<file path="config.mk">
export PLATFORM = sky130hd
export DESIGN_NAME = csm_ctrl
export DESIGN_NICKNAME = d
export VERILOG_FILES = /design/src/rtl/csm_pkg.sv /design/src/rtl/csm_bank_map.sv /design/src/rtl/csm_lane.sv /design/src/rtl/csm_ctrl.sv
export SDC_FILE = /design/constraint.sdc
export NUM_CORES = 2
export LEC_CHECK = 0
export BUFFER_PORTS_ARGS = -buffer_cell sky130_fd_sc_hd__buf_4
export CORE_ASPECT_RATIO = 1.5
export CORE_MARGIN = 2
export CORE_UTILIZATION = 56
export CTS_BUF_LIST = sky130_fd_sc_hd__clkbuf_16
export DETAILED_ROUTE_END_ITERATION = 10
export PLACE_DENSITY_LB_ADDON = 0.12
export REMOVE_ABC_BUFFERS = 1
export SYNTH_ARGS = -nofsm -noshare
export SYNTH_HDL_FRONTEND = slang
export SYNTH_HIERARCHICAL = 1
export SYNTH_SLANG_ARGS = --single-unit
</file>
<file path="constraint.sdc">
create_clock -name sys_clk -period 4.9 [get_ports sys_clk]
set_clock_uncertainty 0.1 [all_clocks]
set_input_delay 1.47 -clock sys_clk [delete_from_list [all_inputs] [get_ports sys_clk]]
set_output_delay 1.47 -clock sys_clk [all_outputs]
set_load 0.02 [all_outputs]
</file>
<file path="src/rtl/csm_pkg.sv">
// constants and types for the core state and mode control block
// assumes a single 40 MHz clock domain and no software-visible registers
//
// Contract
// [RULE1] branch-exchange with operand bit 0 set enters the compact state
// [RULE2] exception return restores the compact state if it was saved
// [RULE3] branch-exchange with operand bit 0 clear enters the wide state
// [RULE4] exception entry forces wide state, saves pc to link, jumps to vector
// [RULE5] changing instruction state keeps the mode and all registers
// [RULE6] wide state fetches aligned words, compact state halfwords by pc bit 1
// [RULE7] byte addressing, little-endian words, lowest byte at lowest address
// [RULE8] byte, halfword and word data; words and halfwords naturally aligned
// [RULE9] exactly six modes: user, fast irq, irq, supervisor, system, undefined
// [RULE10] mode changes by software or exception; exceptions enter privileged modes
// [RULE11] 34 registers: 29 general 32-bit plus five status registers
// [RULE12] no registers are provided for an abort mode
// [RULE13] pc reads with bits 1:0 zero in wide, bit 0 zero in compact
// [RULE14] fast irq mode banks seven registers in place of r8 to r14
// [RULE15] fixed five-bit mode encoding used in the status mode field
package csm_pkg;
	localparam int CSM_XLEN     = 32;
	localparam int CSM_NGPR     = 29;
	localparam int CSM_NPSR     = 5;
	localparam int CSM_PSR_T    = 5;
	localparam int CSM_LR_IDX   = 14;
	localparam int CSM_SP_IDX   = 13;
	localparam int CSM_PC_IDX   = 15;
	localparam logic [31:0] CSM_RESET_PC  = 32'h0000_0000;
	localparam logic [31:0] CSM_RESET_PSR = 32'h0000_00d3;

	// mode field encoding
	localparam logic [4:0] CSM_M_USR = 5'h10; // RULE15
	localparam logic [4:0] CSM_M_FIQ = 5'h11;
	localparam logic [4:0] CSM_M_IRQ = 5'h12;
	localparam logic [4:0] CSM_M_SVC = 5'h13;
	localparam logic [4:0] CSM_M_UND = 5'h1b;
	localparam logic [4:0] CSM_M_SYS = 5'h1f;

	// exception kinds
	typedef enum logic [2:0] {
		CSM_EX_RESET,
		CSM_EX_UNDEFINED_INSTR_EXCEPTION,
		CSM_EX_SWI,
		CSM_EX_IRQ,
		CSM_EX_FIQ
	} csm_exc_t;

	localparam logic [31:0] CSM_VEC_RESET = 32'h0000_0000;
	localparam logic [31:0] CSM_VEC_UNDEFINED_INSTR_EXCEPTION = 32'h0000_0004;
	localparam logic [31:0] CSM_VEC_SWI   = 32'h0000_0008;
	localparam logic [31:0] CSM_VEC_IRQ   = 32'h0000_0018;
	localparam logic [31:0] CSM_VEC_FIQ   = 32'h0000_001c;

	// data sizes on the bus
	typedef enum logic [1:0] {
		CSM_SZ_BYTE,
		CSM_SZ_HALF,
		CSM_SZ_WORD
	} csm_size_t;

	typedef enum logic {
		CSM_ST_WIDE,
		CSM_ST_COMPACT
	} csm_istate_t;
endpackage

</file>
<file path="src/rtl/csm_bank_map.sv">
// maps a visible register number to a physical storage slot
// assumes the mode field is one of the six legal encodings
`timescale 1ns/1ps
`default_nettype none
module csm_bank_map
	import csm_pkg::*;
(
	// selection
	input  wire logic [4:0] mode,
	input  wire logic [3:0] reg_num,
	// result
	output logic      [4:0] slot
);
	// slots 0..15 user set, 16..22 fast irq r8..r14, then r13/r14 pairs
	wire is_fiq  = (mode == CSM_M_FIQ);
	wire is_hi   = (reg_num >= 4'h8) && (reg_num <= 4'he);
	wire is_sl   = (reg_num == 4'hd) || (reg_num == 4'he);
	wire [4:0] pair_base = (mode == CSM_M_SVC) ? 5'h17 :
		(mode == CSM_M_IRQ) ? 5'h19 :
		(mode == CSM_M_UND) ? 5'h1b : 5'h00;
	wire [4:0] rn5  = {1'b0, reg_num};
	wire [4:0] fslot = 5'h10 + (rn5 - 5'h08);
	wire [4:0] pslot = pair_base + {4'h0, reg_num[0] ^ 1'b1};
	// fast irq banks seven, privileged modes bank two, user and system none
	assign slot = (is_fiq && is_hi) ? fslot : // RULE14
		(is_sl && (pair_base != 5'h00)) ? pslot : rn5;
endmodule
`default_nettype wire

</file>
<file path="src/rtl/csm_lane.sv">
// little-endian byte lane placement for stores and extraction for loads
// assumes addresses already aligned by the caller
`timescale 1ns/1ps
`default_nettype none
module csm_lane
	import csm_pkg::*;
(
	// access
	input  wire logic [1:0]  addr_lo,
	input  wire logic [1:0]  size,
	input  wire logic [31:0] wdata,
	input  wire logic [31:0] bus_rdata,
	// lanes
	output logic      [31:0] bus_wdata,
	output logic      [3:0]  byte_en,
	output logic      [31:0] rdata
);
	// lowest address carries least significant byte
	wire [4:0] sh = {addr_lo, 3'h0}; // RULE7
	wire [3:0] be_b = 4'h1 << addr_lo;
	wire [3:0] be_h = addr_lo[1] ? 4'hc : 4'h3;
	wire [31:0] rsh = bus_rdata >> sh;
	assign byte_en = (size == 2'(CSM_SZ_BYTE)) ? be_b : // RULE8
		(size == 2'(CSM_SZ_HALF)) ? be_h : 4'hf;
	assign bus_wdata = (size == 2'(CSM_SZ_BYTE)) ? {4{wdata[7:0]}} :
		(size == 2'(CSM_SZ_HALF)) ? {2{wdata[15:0]}} : wdata;
	assign rdata = (size == 2'(CSM_SZ_BYTE)) ? {24'h0, rsh[7:0]} :
		(size == 2'(CSM_SZ_HALF)) ? {16'h0, rsh[15:0]} : bus_rdata;
endmodule
`default_nettype wire

</file>
<file path="src/rtl/csm_ctrl.sv">
// state and mode control: instruction state, mode, banked register file
// assumes the decoder gives one-cycle pulses from the same clock domain
`timescale 1ns/1ps
`default_nettype none
module csm_ctrl
	import csm_pkg::*;
(
	// clock and reset
	input  wire logic        sys_clk,
	input  wire logic        arst_n,
	// control events
	input  wire logic        branch_exchange_instr,
	input  wire logic [3:0]  bx_reg,
	input  wire logic        exc_take,
	input  wire logic [2:0]  exc_kind,
	input  wire logic        exc_return,
	input  wire logic        mode_write,
	input  wire logic [4:0]  mode_wdata,
	input  wire logic        pc_advance,
	// register write port
	input  wire logic        rf_we,
	input  wire logic [3:0]  rf_waddr,
	input  wire logic [31:0] rf_wdata,
	// register read port
	input  wire logic [3:0]  rf_raddr,
	output logic      [31:0] rf_rdata,
	// data access
	input  wire logic        mem_req,
	input  wire logic [31:0] mem_addr,
	input  wire logic [1:0]  mem_size,
	input  wire logic [31:0] mem_wdata,
	input  wire logic [31:0] bus_rdata,
	output logic      [31:0] mem_rdata,
	output logic      [31:0] bus_wdata,
	output logic      [3:0]  bus_byte_en,
	output logic             mem_misaligned,
	// status
	output logic             compact_state,
	output logic      [4:0]  cur_mode,
	output logic      [31:0] status_word,
	output logic      [31:0] fetch_addr,
	output logic      [1:0]  fetch_size,
	output logic      [31:0] program_counter_reg
);
	localparam int NSLOT = CSM_NGPR;

	// storage: 29 general slots plus one current and four saved status
	logic [31:0] gpr [NSLOT]; // RULE11
	logic [31:0] pc;
	logic [31:0] cpsr;
	logic [31:0] spsr [4]; // RULE12

	initial
	begin
		assert (NSLOT == 29 && CSM_NPSR == 5)
		else $error("register count mismatch");
	end

	// saved status index per exception mode
	function automatic logic [1:0] spsr_idx(input logic [4:0] m);
		unique case (m)
			CSM_M_FIQ: spsr_idx = 2'd0;
			CSM_M_IRQ: spsr_idx = 2'd1;
			CSM_M_SVC: spsr_idx = 2'd2;
			default:   spsr_idx = 2'd3;
		endcase
	endfunction

	// only the six legal encodings are accepted
	function automatic logic mode_ok(input logic [4:0] m);
		mode_ok = (m == CSM_M_USR) || (m == CSM_M_FIQ) || (m == CSM_M_IRQ) ||
			(m == CSM_M_SVC) || (m == CSM_M_UND) || (m == CSM_M_SYS); // RULE9
	endfunction

	// target mode and vector of the exception being taken
	logic [4:0]  exc_mode;
	logic [31:0] exc_vec;
	always_comb
	begin
		exc_mode = CSM_M_SVC;
		exc_vec  = CSM_VEC_RESET;
		unique case (csm_exc_t'(exc_kind))
			CSM_EX_RESET: begin exc_mode = CSM_M_SVC; exc_vec = CSM_VEC_RESET; end
			CSM_EX_UNDEFINED_INSTR_EXCEPTION: begin exc_mode = CSM_M_UND; exc_vec = CSM_VEC_UNDEFINED_INSTR_EXCEPTION; end
			CSM_EX_SWI:   begin exc_mode = CSM_M_SVC; exc_vec = CSM_VEC_SWI;   end
			CSM_EX_IRQ:   begin exc_mode = CSM_M_IRQ; exc_vec = CSM_VEC_IRQ;   end
			CSM_EX_FIQ:   begin exc_mode = CSM_M_FIQ; exc_vec = CSM_VEC_FIQ;   end
			default:      begin exc_mode = CSM_M_SVC; exc_vec = CSM_VEC_RESET; end
		endcase
	end

	wire [4:0] mode = cpsr[4:0];
	wire       tbit = cpsr[CSM_PSR_T];
	wire       can_ret = (mode != CSM_M_USR) && (mode != CSM_M_SYS);
	wire [31:0] saved = spsr[spsr_idx(mode)];

	// banked slot lookup for read, write, operand and exception link
	wire [4:0] rslot;
	wire [4:0] wslot;
	wire [4:0] bslot;
	wire [4:0] lslot;
	csm_bank_map u_rmap (.mode(mode), .reg_num(rf_raddr), .slot(rslot));
	csm_bank_map u_wmap (.mode(mode), .reg_num(rf_waddr), .slot(wslot));
	csm_bank_map u_bmap (.mode(mode), .reg_num(bx_reg), .slot(bslot));
	csm_bank_map u_lmap (.mode(exc_mode), .reg_num(4'(CSM_LR_IDX)), .slot(lslot));

	wire [31:0] bx_op = (bx_reg == 4'(CSM_PC_IDX)) ? pc : gpr[bslot];

	// pc as visible: low bits forced by state
	wire [31:0] pc_vis = tbit ? {pc[31:1], 1'b0} : {pc[31:2], 2'b00}; // RULE13

	// event priority: exception, return, branch-exchange, mode write
	wire do_exc = exc_take;
	wire do_ret = !exc_take && exc_return && can_ret;
	wire do_bx  = !exc_take && !exc_return && branch_exchange_instr;
	wire do_mw  = !exc_take && !exc_return && !branch_exchange_instr &&
		mode_write && mode_ok(mode_wdata) && (mode != CSM_M_USR);

	// next status word
	logic [31:0] next_cpsr;
	always_comb
	begin
		next_cpsr = cpsr;
		if (do_exc)
		begin
			next_cpsr = {cpsr[31:8], 2'b11, 1'b0, exc_mode}; // RULE4 RULE10
		end
		else if (do_ret)
		begin
			next_cpsr = saved; // RULE2
		end
		else if (do_bx)
		begin
			next_cpsr[CSM_PSR_T] = bx_op[0]; // RULE1 RULE3 RULE5
		end
		else if (do_mw)
		begin
			next_cpsr[4:0] = mode_wdata; // RULE10
		end
	end

	// next program counter
	wire [31:0] pc_step = tbit ? 32'h0000_0002 : 32'h0000_0004;
	wire [31:0] next_pc = do_exc ? exc_vec :
		do_bx ? (bx_op[0] ? {bx_op[31:1], 1'b0} : {bx_op[31:2], 2'b00}) :
		pc_advance ? (pc_vis + pc_step) : pc;

	// status and pc registers
	always_ff @(posedge sys_clk or negedge arst_n)
	begin
		if (!arst_n)
		begin
			cpsr <= CSM_RESET_PSR; // RULE4
			pc   <= CSM_RESET_PC;
		end
		else
		begin
			cpsr <= next_cpsr;
			pc   <= next_pc;
		end
	end

	// saved status written on exception entry
	always_ff @(posedge sys_clk or negedge arst_n)
	begin
		if (!arst_n)
		begin
			for (int i = 0; i < 4; i++)
				spsr[i] <= CSM_RESET_PSR;
		end
		else if (do_exc)
		begin
			spsr[spsr_idx(exc_mode)] <= cpsr; // RULE2
		end
	end

	// state bit remembered per exception mode, kept apart from the saved status
	logic [3:0] ret_t_shadow;
	always_ff @(posedge sys_clk or negedge arst_n)
	begin
		if (!arst_n)
			ret_t_shadow <= 4'h0;
		else if (do_exc)
			ret_t_shadow[spsr_idx(exc_mode)] <= tbit;
	end
	wire shadow_t = ret_t_shadow[spsr_idx(mode)];

	// general register file; exception link write wins over a normal write
	generate
		for (genvar g = 0; g < NSLOT; g++)
		begin : g_rf
			always_ff @(posedge sys_clk or negedge arst_n)
			begin
				if (!arst_n)
					gpr[g] <= 32'h0;
				else if (do_exc && (lslot == 5'(g)))
					gpr[g] <= pc_vis; // RULE4
				else if (rf_we && (wslot == 5'(g)) && (rf_waddr != 4'(CSM_PC_IDX)))
					gpr[g] <= rf_wdata;
			end
		end
	endgenerate

	// read port
	always_ff @(posedge sys_clk or negedge arst_n)
	begin
		if (!arst_n)
			rf_rdata <= 32'h0;
		else
			rf_rdata <= (rf_raddr == 4'(CSM_PC_IDX)) ? pc_vis : gpr[rslot];
	end

	// fetch address and width follow the state
	assign fetch_addr = pc_vis; // RULE6
	assign fetch_size = tbit ? 2'(CSM_SZ_HALF) : 2'(CSM_SZ_WORD); // RULE6

	// data lanes
	wire [31:0] lane_rdata;
	csm_lane u_lane (
		.addr_lo   (mem_addr[1:0]),
		.size      (mem_size),
		.wdata     (mem_wdata),
		.bus_rdata (bus_rdata),
		.bus_wdata (bus_wdata),
		.byte_en   (bus_byte_en),
		.rdata     (lane_rdata)
	);

	// alignment check flags misplaced accesses
	wire mis = mem_req && (((mem_size == 2'(CSM_SZ_WORD)) && (mem_addr[1:0] != 2'b00)) ||
		((mem_size == 2'(CSM_SZ_HALF)) && mem_addr[0])); // RULE8
	assign mem_misaligned = mis;

	always_ff @(posedge sys_clk or negedge arst_n)
	begin
		if (!arst_n)
			mem_rdata <= 32'h0;
		else if (mem_req)
			mem_rdata <= lane_rdata;
	end

	// outputs
	assign compact_state       = tbit;
	assign cur_mode            = mode;
	assign status_word         = cpsr;
	assign program_counter_reg = pc_vis;

	// checks
	bx_sets_state_a: assert property (@(posedge sys_clk) disable iff (!arst_n) // RULE1
		do_bx && bx_op[0] |=> compact_state)
		else $error("bx with bit0 set did not enter compact state");
	bx_clear_state_a: assert property (@(posedge sys_clk) disable iff (!arst_n) // RULE3
		do_bx && !bx_op[0] |=> !compact_state)
		else $error("bx with bit0 clear did not enter wide state");
	bx_keeps_mode_a: assert property (@(posedge sys_clk) disable iff (!arst_n) // RULE5
		do_bx |=> $stable(cur_mode))
		else $error("state change altered the mode");
	exc_wide_vec_a: assert property (@(posedge sys_clk) disable iff (!arst_n) // RULE4
		do_exc |=> !compact_state && (pc == $past(exc_vec)) && (cur_mode == $past(exc_mode)))
		else $error("exception entry wrong");
	ret_restore_a: assert property (@(posedge sys_clk) disable iff (!arst_n) // RULE2
		do_ret |=> compact_state == $past(shadow_t))
		else $error("exception return did not restore state");
	pc_align_a: assert property (@(posedge sys_clk) disable iff (!arst_n) // RULE13
		compact_state ? !program_counter_reg[0] : (program_counter_reg[1:0] == 2'b00))
		else $error("pc low bits not zero");
	fetch_size_a: assert property (@(posedge sys_clk) disable iff (!arst_n) // RULE6
		fetch_size == (compact_state ? 2'(CSM_SZ_HALF) : 2'(CSM_SZ_WORD)))
		else $error("fetch width does not follow state");
	legal_mode_a: assert property (@(posedge sys_clk) disable iff (!arst_n) // RULE9
		mode_ok(cur_mode))
		else $error("illegal mode");
	exc_priv_a: assert property (@(posedge sys_clk) disable iff (!arst_n) // RULE10
		do_exc |=> (cur_mode != CSM_M_USR) && (cur_mode != CSM_M_SYS))
		else $error("exception entered unprivileged mode");

	// pc stepping, link copy, mode locks and banking
	pc_step_a: assert property (@(posedge sys_clk) disable iff (!arst_n) // RULE6
		pc_advance && !exc_take && !exc_return && !branch_exchange_instr |=>
		program_counter_reg == $past(program_counter_reg) + ($past(compact_state) ? 32'h2 : 32'h4))
		else $error("pc advance step wrong");
	link_write_a: assert property (@(posedge sys_clk) disable iff (!arst_n) // RULE4
		do_exc |=> gpr[$past(lslot)] == $past(pc_vis))
		else $error("exception link not written");
	user_lock_a: assert property (@(posedge sys_clk) disable iff (!arst_n) // RULE10
		mode_write && (cur_mode == CSM_M_USR) && !exc_take |=> cur_mode == CSM_M_USR)
		else $error("user mode changed its own mode");
	mw_illegal_a: assert property (@(posedge sys_clk) disable iff (!arst_n) // RULE9
		mode_write && !mode_ok(mode_wdata) && !exc_take && !exc_return |=> $stable(cur_mode))
		else $error("illegal mode code accepted");
	fiq_bank_a: assert property (@(posedge sys_clk) disable iff (!arst_n) // RULE14
		(cur_mode == CSM_M_FIQ) && (rf_raddr >= 4'h8) && (rf_raddr <= 4'he) |->
		(rslot >= 5'h10) && (rslot <= 5'h16))
		else $error("fast irq register not banked");
	user_shared_a: assert property (@(posedge sys_clk) disable iff (!arst_n) // RULE11
		((cur_mode == CSM_M_USR) || (cur_mode == CSM_M_SYS)) |-> rslot == {1'b0, rf_raddr})
		else $error("user or system register banked");
	pc_read_a: assert property (@(posedge sys_clk) disable iff (!arst_n) // RULE13
		(rf_raddr == 4'(CSM_PC_IDX)) |=> rf_rdata == $past(program_counter_reg))
		else $error("pc read value wrong");
endmodule
`default_nettype wire

</file>
Word level (Yosys, flattened, before mapping)

Cells that the tools add are included.

Input port bits: 159
Word-level logic and storage cells: 436
Register bits after elaboration: 1184
Output and inout port bits: 205

Shift-type cells: 2
Bitwise operators: 8
Reductions and logical operators: 163
$lt $le $gt $ge: 11
Add/subtract/negate cells: 11
Equality and inequality tests: 89
Muxes and demuxes: 111

Operators by type and width:

| kind                                                                  | number |
|---|---|
| 32-bit 2-to-1 mux                                                     | 74 |
| 32-bit binary-select mux with 5-bit select                            | 2 |
| 5-bit equality test, second input constant                            | 40 |
| 128-bit bitwise mux                                                   | 1 |
| 1-bit logical AND                                                     | 109 |
| 5-bit by 4-bit equality test with 1-bit output, second input constant | 16 |
| 5-bit 2-to-1 mux                                                      | 16 |
| 32-bit binary-select mux with 2-bit select                            | 1 |
| 32-bit demux with 2-bit select                                        | 1 |
| 2-bit nonzero test                                                    | 31 |
| 5-bit by 3-bit equality test with 1-bit output, second input constant | 8 |
| 32-bit by 3-bit adder with 32-bit output                              | 1 |
| 4-bit equality test, second input constant                            | 8 |
| 32-bit by 5-bit >> shifter with 16-bit output                         | 1 |
| 5-bit by 2-bit equality test with 1-bit output, second input constant | 4 |
| 5-bit case mux with 4 select lines                                    | 1 |
| 5-bit by 1-bit adder with 5-bit output                                | 3 |
| 5-bit adder, first input constant                                     | 3 |
| 4-bit by 4-bit subtractor with 5-bit output, second input constant    | 3 |
| 4-bit greater-or-equal comparator, second input constant              | 3 |
| 6-bit greater-or-equal comparator, second input constant              | 2 |
| 4-bit <= comparator, second input constant                            | 3 |
| 4-bit 2-to-1 mux                                                      | 3 |
| 5-bit NOT with 6-bit output                                           | 2 |
| other kinds (29)                                                      | 59 |

Depth between registers and ports, before layout

Word-level depth: 16
Mapped depth: 18
Mapped depth without buffers: 14

Modules after synthesis

Netlist, hierarchy kept.

By module, submodules not included:

| module       | cells an instance | area an instance (um^2) | seq. area each (um^2) | times used |
|---|---|---|---|---|
| csm_ctrl     | 6683              | 70371.2                 | 29634.7               | 1 |
| csm_lane     | 141               | 1114.8                  | 0.0                   | 1 |
| csm_bank_map | 26                | 206.4                   | 0.0                   | 4 |

Worst setup path before layout

Ideal clock, no wire load.

Path type: in2reg
From: in exc_kind[0]
To: reg gpr[564] (netlist name)
Arrival time: 4.391 ns
Path buffers: 5
Stages on the path: 17
Required time: 4.663 ns
Library setup time: 0.137 ns
Slack: 0.272 ns
Cell sequence: nor2b_1 nor2b_1 nor2b_1 nor2_1 ha_1 ha_1 nand3b_1 o21ai_0 a21boi_0 clkbuf_1 nand2b_1 clkbuf_1 or2_2 clkbuf_1 clkbuf_1 buf_1 a21oi_1

Longest elaborated chain between the ends: 12
Elaborated cells between the ends (all ways): 19
Those cells by class: add/sub (1); eq/ne (8); mux (7); reduce/logical (3)

RTL lines:

| what                                                                         | RTL line                               | text |
|---|---|---|
| start: declaration                                                           | csm_ctrl.sv:15                         | `input wire logic [2:0] exc_kind,` |
| 3-bit equality test (tied with other cells)                                  | csm_ctrl.sv:82                         | `unique case (csm_exc_t'(exc_kind))` |
| 4-bit case mux with 3 select lines (*)                                       | csm_ctrl.sv:82                         |  |
| named net exc_mode[3]                                                        | csm_ctrl.sv:76                         | `logic [4:0] exc_mode;` |
| 5-bit equality test                                                          | csm_bank_map.sv:20                     | `(mode == CSM_M_UND) ? 5'h1b : 5'h00;` |
| 5-bit 2-to-1 mux                                                             | csm_bank_map.sv:20                     |  |
| 5-bit 2-to-1 mux                                                             | csm_bank_map.sv:19                     | `(mode == CSM_M_IRQ) ? 5'h19 :` |
| 5-bit 2-to-1 mux                                                             | csm_bank_map.sv:18                     | `wire [4:0] pair_base = (mode == CSM_M_SVC) ? 5'h17 :` |
| 5-bit by 1-bit adder with 5-bit output or 5-bit nonzero test (tied branches) | csm_bank_map.sv:23, csm_bank_map.sv:26 |  |
| 5-bit 2-to-1 mux                                                             | csm_bank_map.sv:26                     | `(is_sl && (pair_base != 5'h00)) ? pslot : rn5;` |
| 5-bit 2-to-1 mux (*)                                                         | csm_bank_map.sv:25                     | `assign slot = (is_fiq && is_hi) ? fslot :` |
| named net lslot[2]                                                           | csm_ctrl.sv:101                        | `wire [4:0] lslot;` |
| 5-bit by 4-bit equality test with 1-bit output (*)                           | csm_ctrl.sv:196                        | `else if (do_exc && (lslot == 5'(g)))` |
| 1-bit logical AND (*)                                                        | csm_ctrl.sv:196                        |  |
| 32-bit 2-to-1 mux or 2-bit nonzero test (tied branches)                      | --                                     |  |
| end signal: indexed assignment                                               | csm_ctrl.sv:197                        | `gpr[g] <= pc_vis;` |
| end signal: indexed assignment                                               | csm_ctrl.sv:199                        | `gpr[g] <= rf_wdata;` |
| end: declaration                                                             | csm_ctrl.sv:48                         | `logic [31:0] gpr [NSLOT];` |

The timed path passes the listed nets; every way through them passes the cells marked *.
A chain may end at the register's enable or synchronous reset.

Final worst setup path

From: reg cpsr[1] (netlist: status_word[1])
To: reg pc[10]

Longest elaborated chain between the ends: 15
Elaborated cells between the ends (all ways): 20
Those cells by class: add/sub (1); eq/ne (4); mux (11); bitwise (1); reduce/logical (3)

RTL lines:

| what                                                                                           | RTL line           | text |
|---|---|---|
| start: declaration                                                                             | csm_ctrl.sv:50     | `logic [31:0] cpsr;` |
| start signal: assignment                                                                       | csm_ctrl.sv:158    | `cpsr <= next_cpsr;` |
| parallel branches: the longest is 7 deep, another holds 5-bit by 1-bit adder with 5-bit output | --                 |  |
| 5-bit 2-to-1 mux (*)                                                                           | csm_bank_map.sv:25 |  |
| named net bslot[2]                                                                             | csm_ctrl.sv:100    | `wire [4:0] bslot;` |
| 5-bit NOT with 6-bit output (not written as such) (*)                                          | csm_ctrl.sv:107    | `wire [31:0] bx_op = (bx_reg == 4'(CSM_PC_IDX)) ? pc : gpr[bslot];` |
| 32-bit binary-select mux with 5-bit select (*)                                                 | csm_ctrl.sv:107    |  |
| 32-bit 2-to-1 mux (not written as such) (*) (2 in a row)                                       | csm_ctrl.sv:107    |  |
| 32-bit 2-to-1 mux (*)                                                                          | csm_ctrl.sv:107    |  |
| 32-bit 2-to-1 mux (*)                                                                          | csm_ctrl.sv:145    | `do_bx ? (bx_op[0] ? {bx_op[31:1], 1'b0} : {bx_op[31:2], 2'b00}) :` |
| 32-bit 2-to-1 mux (*)                                                                          | csm_ctrl.sv:144    | `wire [31:0] next_pc = do_exc ? exc_vec :` |
| end signal: assignment                                                                         | csm_ctrl.sv:159    | `pc <= next_pc;` |
| end: declaration                                                                               | csm_ctrl.sv:49     | `logic [31:0] pc;` |

Mark *: on every way through the listed nets, which the timed path passes. The select of a mux whose other input is x is not followed.

==> flow_summary.yaml <==
detailed_routing:
  firstDrtPassIters: 6
  drc_errors: 0
  drt_iter0_drc: 6293
  routed_via_density: 6.78
  avgRoutedWirePerCell_um: 31.1
  wirelength_um: 273000
  ant_nets: 0
  vias: 59600
sta:
  rsz0062_at_grt: "no"
  maxSlewViolCount: 0
  fmax_mhz: 230
  setup_viol: 0
  period_share: 0.887
  max_slew.worst_pin.slew_ps: 1240
  tns_ps: 0
  hold_viol: 0
  relSlewSlack: 0.171
  layout_min_cycle_time_ps: 4350
layout:
  regArea_mm2: 0.0296
  final_nets: 7132
  drive_gt1_frac: 0.231
  layout_common_cells: "mux2i_1 (1,183), dfrtp_1 (1,158), nand2_1 (830)"
  layout_commonest_cell: "mux2i_1"
  multi_input_area_mm2: 0.0391
  area_delta_synth_final_pct: 13.6
  fillCellCount: 10200
grt:
  grt_pass1_wl_um: 400000
  grt.total_usage: 0.411
  grt_pass1_vias: 59000
  grt_max_degree: 125
  antenna_found_initial: 13
  grt_overflow: 0
worst_setup_path:
  critPathMaxFanout: 15
  crit_required_ps: 5460
  reg2reg_depth: 16
  cp-start-kind: "register"
  endpoint_kind: "register"
  crit_type: "reg2reg"
  critPathArrivalTime_ps: 4900
place:
  place_congestion: 0.956
  hpwl_um: 170000
  portBuffers: 331
floorplan:
  dieArea_mm2: 0.132
  die_w_um: 297
  die_height_um: 444
  row_count: 161
  core_mm2: 0.128
  io_pins: 364
  start_util: 0.564
clock_tree:
  clock_sinks: 1183
  ctsHoldBuffers: 0
  cts_resized: 0
  cts.clk_slew.worst_paths_ps: 70
  cts_buffer_depth: 3
  post_cts_buffers: 0
  root_buffer: "clkbuf_16"
  h-tree-depth: 3
  clk_latency_ps: 770
  cts_tree: "built"
  cts_inserted_buffers: 118
min_path:
  hold_path_class: "reg2reg"
  hold_path_depth: 2
yosys:
  syn_inst: 6928
  ys.warnings.count: 6
  async_flop_share: 1.00
  synth_area_mm2: 0.0723
  synth-seq-area-share: 0.410
  synth-main-ff-cell: "dfrtp_1"
  synth_edf_count: 0
  synth_cell_types: 90
  ys_ff_latch: 1183
  avgSynthCellArea_um2: 10.4
power:
  p_int_mw: 23.4
  seqPwrFrac: 0.420
  ir_worst_vdd_mv: 0.338
  p_sw_frac: 0.346
  pwr_density_cell_mw_per_mm2: 436
  clkPwrFrac: 0.265
  p_switching_mw: 12.4
  p_total_mw: 35.8
  leakagePower_nw: 33.7
  p_comb_frac: 0.315
outcome:
  status: "completed"
flow_run:
  maxCapViolations: 0
area by class of cell:
cell class | count | area share
inverters | 33 | 0.00154
multi-input cells | 4896 | 0.476
diodes | 13 | 0.000396
well taps | 1711 | 0.0261
flip-flops and latches | 1183 | 0.361
clock inverters | 102 | 0.0112
repair buffers | 731 | 0.0875
clock buffers | 120 | 0.0366
sequential cells by signal, indices dropped and copies added, names as in the netlist:
name / count
gpr: 928
mem_rdata: 32
pc: 31
rf_rdata: 32
spsr: 128
status_word: 32
metrics by stage:
stage / instances / instance area [um2] / hold slack, ps / util / worst slack [ps]
6_report: 8789 / 82100 / 378 / 0.640 / 554
5_1_grt: 8780 / 82100 / 397 / 0.640 / 425
3_5_place_dp: 8554 / 78200 / 373 / 0.609 / -99.3
2_1_floorplan: 6112 / 68400 / 349 / - / -15720
3_3_place_gp: 8554 / 78200 / 362 / 0.609 / -88.6
4_1_cts: 8776 / 82100 / 382 / 0.640 / 597
synthesized netlist by cell type, types with 30 or more instances:
library cell,number,share of area
mux2i_1,1183,0.16
dfrtp_1,1158,0.40
nand2_1,834,0.043
o21ai_0,638,0.044
clkbuf_1,480,0.025
nor2_1,404,0.021
mux4_2,366,0.11
a21oi_1,320,0.022
mux2_2,213,0.033
o21ai_1,170,0.012
buf_4,138,0.014
buf_2,133,0.0092
o221ai_1,70,0.0085
buf_1,60,0.0031
and2_1,55,0.0048
a211oi_1,52,0.0054
nor3_1,51,0.0035
o22ai_1,50,0.0043
nor2b_1,35,0.0030
a311oi_1,31,0.0038
inv_1,31,0.0016
nand3_1,31,0.0021
a21o_1,30,0.0031
routing by layer:
| metal | part of all wire | vias to the layer above | global-route usage |
|---|---|---|---|
| met4 | 0.090 | 8 | 0.307 |
| met3 | 0.12 | 1225 | 0.104 |
| li1 | - | 25100 | - |
| met1 | 0.35 | 29300 | 0.502 |
| met5 | 0.00019 | - | 0 |
| met2 | 0.45 | 3998 | 0.631 |
path summary, 6_finish.rpt:
path / startpoint / to / slack (ps)
setup / recovery: status_word[1] / pc[10] / 550
hold / removal: spsr[64] / spsr[64] / 380
setup reg to reg: status_word[1] / pc[10] / 550
hold reg to reg: spsr[64] / spsr[64] / 380
max in group asynchronous: arst_n / gpr[732] / 2850
min in group asynchronous: arst_n / spsr[87] / 730
power by group through the flow:
stage	sequential [mW]	combinational [mW]	clock [mW]
global route	15.4	12.1	9.90
CTS	15.0	11.2	9.54
finish	15.1	11.3	9.48
detailed placement	15.1	11.2	0
global placement	14.9	10.9	0
floorplan	14.9	7.09	0
logic make-up (layout without fill, tap and decap cells):
group                      Yosys count  after routing  share of synthesized area
adders and majority gates           10             10                    0.00183
and+or+nand+nor                   1563           1563                     0.0955
xor gates and xnor gates            12             12                    0.00145
buffers and inverters              867            986                     0.0570
AOI/OAI and AO/OA                 1529           1529                      0.123
muxes                             1762           1762                      0.311
DFF                               1183           1183                      0.410
other                                2             33                   0.000104
critical path: stages (launching register included):
cell	delay [ps]
dfstp_2	760
nand3b_4	150
nor2_1	130
ha_1	160
ha_1	150
o21ai_0	90
buf_4	150
a21boi_4	380
buf_12	230
buf_4	150
mux4_2	490
mux2i_1	320
buf_4	180
nor3_1	40
a311o_1	440
a21oi_1	200
o21ai_1	70
No activity file was read; power rests on OpenSTA's default activity.
